==> src/logic/exec_pkg.sv <==
// Shared constants for the add / AND / bit-clear execution block.
// Assumes a 12-bit instruction word and an 8-bit data path.
package exec_pkg;
	localparam int INSTR_W = 12;
	localparam int DATA_W = 8;
	localparam int FADDR_W = 5;
	localparam int BIDX_W = 3;

	// Instruction fields
	localparam int FADDR_LSB = 0;
	localparam int DEST_BIT = 5;
	localparam int BIDX_LSB = 5;
	localparam int LIT_LSB = 0;
	localparam int OP6_LSB = 6;
	localparam int OP4_LSB = 8;

	// Opcode patterns
	localparam logic [5:0] OP6_ADD_FILE = 6'h07; // 0001 11
	localparam logic [5:0] OP6_AND_FILE = 6'h05; // 0001 01
	localparam logic [3:0] OP4_AND_LIT = 4'he; // 1110
	localparam logic [3:0] OP4_CLR_BIT = 4'h4; // 0100

	// Destination select values
	localparam logic DEST_ACC = 1'b0;
	localparam logic DEST_FILE = 1'b1;

	// Bus register byte offsets
	localparam logic [3:0] OFS_ACC = 4'h0;
	localparam logic [3:0] OFS_FLAGS = 4'h4;
	localparam logic [3:0] OFS_CTRL = 4'h8;
	localparam logic [3:0] OFS_RESULT = 4'hc;

	// Flag positions in the flags register
	localparam int FLAG_CARRY = 0;
	localparam int FLAG_HALF = 1;
	localparam int FLAG_ZERO = 2;
	localparam int NUM_FLAGS = 3;
	localparam int CTRL_ENABLE = 0;

	// Reset values
	localparam logic [DATA_W-1:0] ACC_RESET = 8'h00;
	localparam logic [NUM_FLAGS-1:0] FLAGS_RESET = 3'h0;
	localparam logic CTRL_ENABLE_RESET = 1'b1;

	// File addresses of special registers
	localparam logic [FADDR_W-1:0] COUNTER_ADDR_DEF = 5'h01;
	localparam logic [FADDR_W-1:0] PORT0_ADDR_DEF = 5'h05;
	localparam int NUM_PORTS = 3;
endpackage

==> src/logic/add_and_bitclear_exec.sv <==
// Execution unit for add-to-file, AND-literal, AND-with-file and bit-clear.
// Assumes combinational file register read and a registered write the
// cycle after an instruction; one clock domain; port pins arrive async.
//
// How it works
// - Pattern 0001 11df ffff adds the accumulator to the file register, stores the sum at the chosen destination, updates carry, half-carry and zero in one cycle.
// - Destination bit 0 sends a byte result to the accumulator and 1 writes it back to the file register.
// - Nibble 1110 ANDs the accumulator with the 8-bit literal into the accumulator and changes only zero.
// - Pattern 0001 01df ffff ANDs the accumulator with the file register to the chosen destination and changes only zero.
// - Nibble 0100 clears bit b of file register f and changes no flag.
// - The file address is instruction bits 4 to 0 (0 to 31) and the destination bit is 0 or 1.
// - A write to the free-running counter register clears its prescaler when the prescaler is assigned to it.
// - An I/O port register modified as a function of itself takes its operand from the pin levels.
//
// Decided for this implementation: the address map and the Avalon-MM slave port.
`timescale 1ns/1ns
module add_and_bitclear_exec
	import exec_pkg::*;
#(
	parameter logic [exec_pkg::FADDR_W-1:0] COUNTER_ADDR = exec_pkg::COUNTER_ADDR_DEF,
	parameter logic [exec_pkg::FADDR_W-1:0] PORT0_ADDR = exec_pkg::PORT0_ADDR_DEF
)
(
	// Clock and reset
	input wire logic clk_i,
	input wire logic nrst_i,
	// Instruction from fetch
	input wire logic instr_valid_i,
	input wire logic [exec_pkg::INSTR_W-1:0] instr_i,
	// File register read
	output logic [exec_pkg::FADDR_W-1:0] file_raddr_o,
	input wire logic [exec_pkg::DATA_W-1:0] file_rdata_i,
	// File register write
	output logic file_we_o,
	output logic [exec_pkg::FADDR_W-1:0] file_waddr_o,
	output logic [exec_pkg::DATA_W-1:0] file_wdata_o,
	// Counter prescaler
	input wire logic prescaler_to_counter_i,
	output logic prescaler_clr_o,
	// Port pin levels
	input wire logic [exec_pkg::DATA_W-1:0] port_pins_i [exec_pkg::NUM_PORTS],
	// Avalon-MM slave
	input wire logic [3:0] avs_address,
	input wire logic avs_read,
	input wire logic avs_write,
	input wire logic [31:0] avs_writedata,
	output logic [31:0] avs_readdata,
	output logic avs_waitrequest
);
	import exec_pkg::*;

	logic rst_meta_reg, rst_sync_reg;
	logic [DATA_W-1:0] pin_meta_reg [NUM_PORTS];
	logic [DATA_W-1:0] pin_sync_reg [NUM_PORTS];
	logic [DATA_W-1:0] acc_reg, acc_next;
	logic [NUM_FLAGS-1:0] flags_reg, flags_next;
	logic enable_reg;
	logic [DATA_W-1:0] result_reg;
	logic rd_pend_reg;
	logic [31:0] rdata_reg;
	logic file_we_next, prescaler_clr_next;
	logic [DATA_W-1:0] result;

	// Operand fields
	logic [FADDR_W-1:0] faddr;
	logic dest;
	logic [BIDX_W-1:0] bidx;
	logic [DATA_W-1:0] lit;
	logic do_add, do_and_file, do_and_lit, do_clr_bit, to_file;
	logic [DATA_W-1:0] fop;
	logic [DATA_W:0] sum;
	// Nibble width for the half-carry sum
	localparam int HALF_W = DATA_W / 2;
	logic [HALF_W:0] low_sum;

	// Port index test, used for pin substitution
	function automatic logic is_port(input logic [FADDR_W-1:0] a);
		logic [FADDR_W-1:0] off;
		off = a - PORT0_ADDR;
		return (a >= PORT0_ADDR) && (off < FADDR_W'(NUM_PORTS));
	endfunction

	// Reset release through two flops
	always_ff @(posedge clk_i or negedge nrst_i)
	begin
		if (!nrst_i)
		begin
			rst_meta_reg <= 1'b0;
			rst_sync_reg <= 1'b0;
		end
		else
		begin
			rst_meta_reg <= 1'b1;
			rst_sync_reg <= rst_meta_reg;
		end
	end

	// Pin synchronisers; only the second stage is read
	genvar gp;
	generate
		for (gp = 0; gp < NUM_PORTS; gp++)
		begin : g_pin
			always_ff @(posedge clk_i or negedge rst_sync_reg)
			begin
				if (!rst_sync_reg)
				begin
					pin_meta_reg[gp] <= '0;
					pin_sync_reg[gp] <= '0;
				end
				else
				begin
					pin_meta_reg[gp] <= port_pins_i[gp];
					pin_sync_reg[gp] <= pin_meta_reg[gp];
				end
			end
		end
	endgenerate

	// Field extraction and decode
	always_comb
	begin
		faddr = instr_i[FADDR_LSB +: FADDR_W];
		dest = instr_i[DEST_BIT];
		bidx = instr_i[BIDX_LSB +: BIDX_W];
		lit = instr_i[LIT_LSB +: DATA_W];
		do_add = instr_valid_i && enable_reg
			&& (instr_i[OP6_LSB +: $bits(OP6_ADD_FILE)] == OP6_ADD_FILE);
		do_and_file = instr_valid_i && enable_reg
			&& (instr_i[OP6_LSB +: $bits(OP6_AND_FILE)] == OP6_AND_FILE);
		do_and_lit = instr_valid_i && enable_reg
			&& (instr_i[OP4_LSB +: $bits(OP4_AND_LIT)] == OP4_AND_LIT);
		do_clr_bit = instr_valid_i && enable_reg
			&& (instr_i[OP4_LSB +: $bits(OP4_CLR_BIT)] == OP4_CLR_BIT);
		to_file = do_clr_bit || ((do_add || do_and_file) && dest == DEST_FILE);
	end

	assign file_raddr_o = faddr;

	// Operand: pins stand in for a port that is rewritten in place
	always_comb
	begin
		fop = file_rdata_i;
		if (to_file && is_port(faddr))
			fop = pin_sync_reg[2'(faddr - PORT0_ADDR)];
	end

	// Arithmetic and logic result
	always_comb
	begin
		sum = {1'b0, acc_reg} + {1'b0, fop};
		low_sum = {1'b0, acc_reg[HALF_W-1:0]} + {1'b0, fop[HALF_W-1:0]};
		result = '0;
		if (do_add)
			result = sum[DATA_W-1:0];
		else if (do_and_file)
			result = acc_reg & fop;
		else if (do_and_lit)
			result = acc_reg & lit;
		else if (do_clr_bit)
			result = fop & ~(DATA_W'(1) << bidx);
	end

	// Next accumulator and flags; an instruction beats a bus write
	always_comb
	begin
		acc_next = acc_reg;
		flags_next = flags_reg;
		if (avs_write && !avs_waitrequest && avs_address == OFS_ACC)
			acc_next = avs_writedata[DATA_W-1:0];
		if (avs_write && !avs_waitrequest && avs_address == OFS_FLAGS)
			flags_next = avs_writedata[NUM_FLAGS-1:0];
		if ((do_add || do_and_file) && dest == DEST_ACC)
			acc_next = result;
		if (do_and_lit)
			acc_next = result;
		if (do_add)
		begin
			flags_next[FLAG_CARRY] = sum[DATA_W];
			flags_next[FLAG_HALF] = low_sum[HALF_W];
		end
		if (do_add || do_and_file || do_and_lit)
			flags_next[FLAG_ZERO] = (result == '0);
	end

	// Accumulator and flag state
	always_ff @(posedge clk_i or negedge rst_sync_reg)
	begin
		if (!rst_sync_reg)
		begin
			acc_reg <= ACC_RESET;
			flags_reg <= FLAGS_RESET;
		end
		else
		begin
			acc_reg <= acc_next;
			flags_reg <= flags_next;
		end
	end

	// File write and prescaler strobe, issued one cycle after decode
	always_comb
	begin
		file_we_next = to_file;
		prescaler_clr_next = to_file && faddr == COUNTER_ADDR && prescaler_to_counter_i;
	end

	always_ff @(posedge clk_i or negedge rst_sync_reg)
	begin
		if (!rst_sync_reg)
		begin
			file_we_o <= 1'b0;
			file_waddr_o <= '0;
			file_wdata_o <= '0;
			prescaler_clr_o <= 1'b0;
			result_reg <= '0;
		end
		else
		begin
			file_we_o <= file_we_next;
			file_waddr_o <= faddr;
			file_wdata_o <= result;
			prescaler_clr_o <= prescaler_clr_next;
			if (do_add || do_and_file || do_and_lit || do_clr_bit)
				result_reg <= result;
		end
	end

	// Control register
	always_ff @(posedge clk_i or negedge rst_sync_reg)
	begin
		if (!rst_sync_reg)
			enable_reg <= CTRL_ENABLE_RESET;
		else if (avs_write && avs_address == OFS_CTRL)
			enable_reg <= avs_writedata[CTRL_ENABLE];
	end

	// Writes never wait; reads take one wait state so data leave a flop
	assign avs_waitrequest = avs_read && !rd_pend_reg;
	assign avs_readdata = rdata_reg;

	always_ff @(posedge clk_i or negedge rst_sync_reg)
	begin
		if (!rst_sync_reg)
		begin
			rd_pend_reg <= 1'b0;
			rdata_reg <= '0;
		end
		else
		begin
			rd_pend_reg <= avs_read && !rd_pend_reg;
			if (avs_read && !rd_pend_reg)
			begin
				if (avs_address == OFS_ACC)
					rdata_reg <= 32'(acc_reg);
				else if (avs_address == OFS_FLAGS)
					rdata_reg <= 32'(flags_reg);
				else if (avs_address == OFS_CTRL)
					rdata_reg <= 32'(enable_reg);
				else if (avs_address == OFS_RESULT)
					rdata_reg <= 32'(result_reg);
				else
					rdata_reg <= '0;
			end
		end
	end
endmodule

==> config.mk <==
export PLATFORM = sky130hd
export DESIGN_NAME = add_and_bitclear_exec
export DESIGN_NICKNAME = d
export VERILOG_FILES = /design/src/logic/exec_pkg.sv /design/src/logic/add_and_bitclear_exec.sv
export SDC_FILE = /design/constraint.sdc
export NUM_CORES = 1
export LEC_CHECK = 0
export BUFFER_PORTS_ARGS = -buffer_cell sky130_fd_sc_hd__buf_4
export CAP_MARGIN = 15
export CORE_UTILIZATION = 53
export CTS_BUF_LIST = sky130_fd_sc_hd__clkbuf_4 sky130_fd_sc_hd__clkbuf_8
export DETAILED_ROUTE_END_ITERATION = 6
export PLACE_DENSITY_LB_ADDON = 0.05
export SLEW_MARGIN = 20
export SYNTH_ARGS = -nofsm -noshare
export SYNTH_HDL_FRONTEND = slang
export SYNTH_SLANG_ARGS = --single-unit
==> constraint.sdc <==
create_clock -name clk_i -period 3.1 [get_ports clk_i]
set_input_delay 0.155 -clock clk_i [delete_from_list [all_inputs] [get_ports clk_i]]
set_output_delay 0.155 -clock clk_i [all_outputs]
set_load 0.03 [all_outputs]
==> results.sh <==
export IMPL_p_leak_nw=2.96
export IMPL_floorplan_rows=33
export IMPL_critPathArrivalTime_ns=3.51
export IMPL_synth_edf_count=0
export IMPL_syn_instance_count=376
export IMPL_startpoint_type="register"
export IMPL_hp_class="input pin to register"
export IMPL_finalClockSkew_ns=0.0130
export IMPL_die_area_um2=8740
export IMPL_synth_seq_cells=94
export IMPL_synth_area_leader_cell="dfrtp_1"
export IMPL_dp_hpwl_mm=6.91
export IMPL_postRouteAntennaNets=0
export IMPL_layout_min_cycle_time_ns=3.20
export IMPL_first_pass_iters=4
export IMPL_path_clk_slew_ns=0.10
export IMPL_whs_path_depth=2
export IMPL_grt_max_degree=93
export IMPL_finalNetCount=632
export IMPL_fin_area_um2=6140
export IMPL_regArea_um2=2360
export IMPL_worstSetupEndpointType="register"
export IMPL_p_switching_mw=1.00
export IMPL_multi_input_area_um2=2000
export IMPL_vdd_ir_drop_worst_mv=0.350
export IMPL_grt_pass1_wl_mm=15.9
export IMPL_pwr_share_clk_pct=26.2
export IMPL_port_buffers=90
export IMPL_cts_tree="yes"
export IMPL_cp_max_fo=4
export IMPL_placed_area_um2=5370
export IMPL_die_x_um=93.5
export IMPL_coreArea_um2=8180
export IMPL_via_count=3372
export IMPL_place_gp_congestion=0.907
export IMPL_violations="negative setup slack"
export IMPL_grt_usage_pct=24.3
export IMPL_async_flop_share_pct=100
export IMPL_ys_flop_type="dfrtp_1"
export IMPL_drc=0
export IMPL_required_ns=3.41
export IMPL_rsz0062_at_grt="true"
export IMPL_p_comb_share_pct=26.9
export IMPL_maxCapViolations=0
export IMPL_antenna_found_initial=0
export IMPL_routedWlPerCell_um=15.9
export IMPL_ys_seq_area_share_pct=53.1
export IMPL_avgSynthCellArea_um2=11.8
export IMPL_finalCritPeriodShare_pct=103
export IMPL_syn_to_final_growth_pct=38.4
export IMPL_slew_violations=0
export IMPL_grt_pass1_vias=3332
export IMPL_fillCellCount=576
export IMPL_worstSetupPathType="register to register"
export IMPL_grt_overflow_total=0
export IMPL_insertion_delay_ns=0.37
export IMPL_synth_warnings=0
export IMPL_cts_sinks=94
export IMPL_ys_top_cells_by_count="dfrtp_1, nand2_1, buf_4"
export IMPL_yosysMostFrequentCell="dfrtp_1"
export IMPL_ys_top_cells_by_area="dfrtp_1, buf_4, mux2i_1, ha_1, mux2_2"
export IMPL_syn_area_um2=4440
export IMPL_max_freq_mhz=313
export IMPL_initial_core_util_pct=54.3
export IMPL_p_seq_share_pct=46.9
export IMPL_htree_levels=3
export IMPL_internal_power_mw=2.12
export IMPL_worst_pin_slew_ns=0.602
export IMPL_finalHoldViolations=0
export IMPL_vias_per_cell=5.24
export IMPL_clock_path_buffers=2
export IMPL_power_mw=3.13
export IMPL_ff2ff_setup_slack_ns=-0.1
export IMPL_root_buffer="clkbuf_8"
export IMPL_io_pins=139
export IMPL_first_iter_violations=194
export IMPL_fin_ws_ns=-0.0974
export IMPL_cts_buffers=9
export IMPL_drive_gt1_share_pct=42.0
export IMPL_swShare_pct=32.0
export IMPL_setup_viol=3
export IMPL_drt_wl_total_mm=10.2
export IMPL_ys_types=66
export IMPL_power_density_nw_per_um2=509
export IMPL_status="finished with violations"
export IMPL_die_y_um=93.5
export IMPL_insertedDiodeCount=0
export IMPL_reg2reg_depth=13
export IMPL_yosysTopAreaCellShare_pct=52.5
export IMPL_slew_headroom_pct=59.6
## metal layers
metal | part of all wire (%) | track usage (%) | vias to the layer above
met5 | 0 | 0 | -
met1 | 41 | 29.6 | 1667
met4 | 1.6 | 7.95 | 0
met3 | 4.6 | 4.80 | 14
met2 | 52 | 43.1 | 100
li1 | - | - | 1591
## stage by stage
stage          TNS [ns]  instances  utilization, %  setup slack (ns)  hold slack [ns]
2_1_floorplan    -0.503        399               -            -0.183           -0.141
3_3_place_gp     -0.783        592            65.7            -0.225          -0.0627
3_5_place_dp      -1.90        592            65.7            -0.328          -0.0607
4_1_cts          -0.297        639            72.7            -0.133           0.0193
5_1_grt          -0.923        643            75.1            -0.210           0.0249
6_report         -0.155        643            75.1           -0.0974           0.0274
## repair_timing
item / CTS / global route
pin swaps: 9 / 10
cloned: 0 / 0
hold buffers: 26 / 0
resized for setup: 11 / 26
setup endpoints to repair: 12 / 19
buffers inserted: 5 / 4
hold endpoints to repair: 27 / 0
## worst max-delay path, stage by stage (launching register included)
cell and delay (ns):
dfstp_2 0.57, nand4bb_4 0.13, a211oi_4 0.24, o21a_4 0.22
mux2i_4 0.25, ha_2 0.22, inv_2 0.04, fa_2 0.37
o21ai_4 0.20, a31oi_4 0.12, xnor2_1 0.14, o221a_2 0.31
nor4_2 0.14, a41o_1 0.18
## kinds of logic after synthesis
logic type,count (synthesis),synth area share (%)
AOI/OAI and AO/OA,92,15.5
buffers and inverters,62,9.25
and+or+nand+nor,77,9.56
adders and majority gates,13,3.84
DFF,94,53.1
other,2,0.169
xor gates and xnor gates,6,1.18
muxes,30,7.48
## final timing paths
kind                                    from          endpoint
max in group asynchronous       rst_sync_reg  pin_sync_reg[13]
worst max register to register    enable_reg      flags_reg[2]
min in group asynchronous             nrst_i      rst_meta_reg
worst max-delay path              enable_reg      flags_reg[2]
worst min register to register  rst_sync_reg   file_wdata_o[4]
worst min-delay path              instr_i[1]   file_waddr_o[1]
## cells in the final DEF (no fill, tap or decap), types with 3 or more instances in the layout
master,Yosys,routed
buf_4,29,137
dfrtp_1,93,92
nand2_1,30,28
dlygate4sd3_1,0,26
conb_1,2,25
inv_1,17,15
o21ai_0,18,14
nor2_1,15,14
mux2i_1,16,13
a22oi_1,12,12
mux2_2,12,11
clkbuf_8,2,10
a21o_1,8,8
nand3_1,7,7
a31oi_1,8,6
a21oi_2,0,5
ha_4,0,5
ha_1,12,5
mux2i_4,0,4
o211ai_1,4,4
xor2_1,4,4
o22ai_1,6,4
nand4b_1,3,3
o21a_1,3,3
a211oi_1,4,3
o21ai_1,0,3
## power by group through the flow
| stage | clock, mW | sequential (mW) | combinational (mW) |
|---|---|---|---|
| final | 0.819 | 1.47 | 0.841 |
| after global routing | 0.879 | 1.48 | 0.912 |
| after CTS | 0.828 | 1.47 | 0.744 |
| after detailed placement | 0 | 1.49 | 0.669 |
| after global placement | 0 | 1.49 | 0.659 |
| after floorplan | 0 | 1.48 | 0.440 |
## cell type report
type,count,share of cell area [%]
repair buffers,168,22.5
clock inverters,6,1.04
clock buffers,10,2.24
well taps,105,2.14
multi-input cells,243,32.6
flip-flops and latches,94,38.4
inverters,17,1.12
Note: power is estimated with default switching activity, not from simulation.
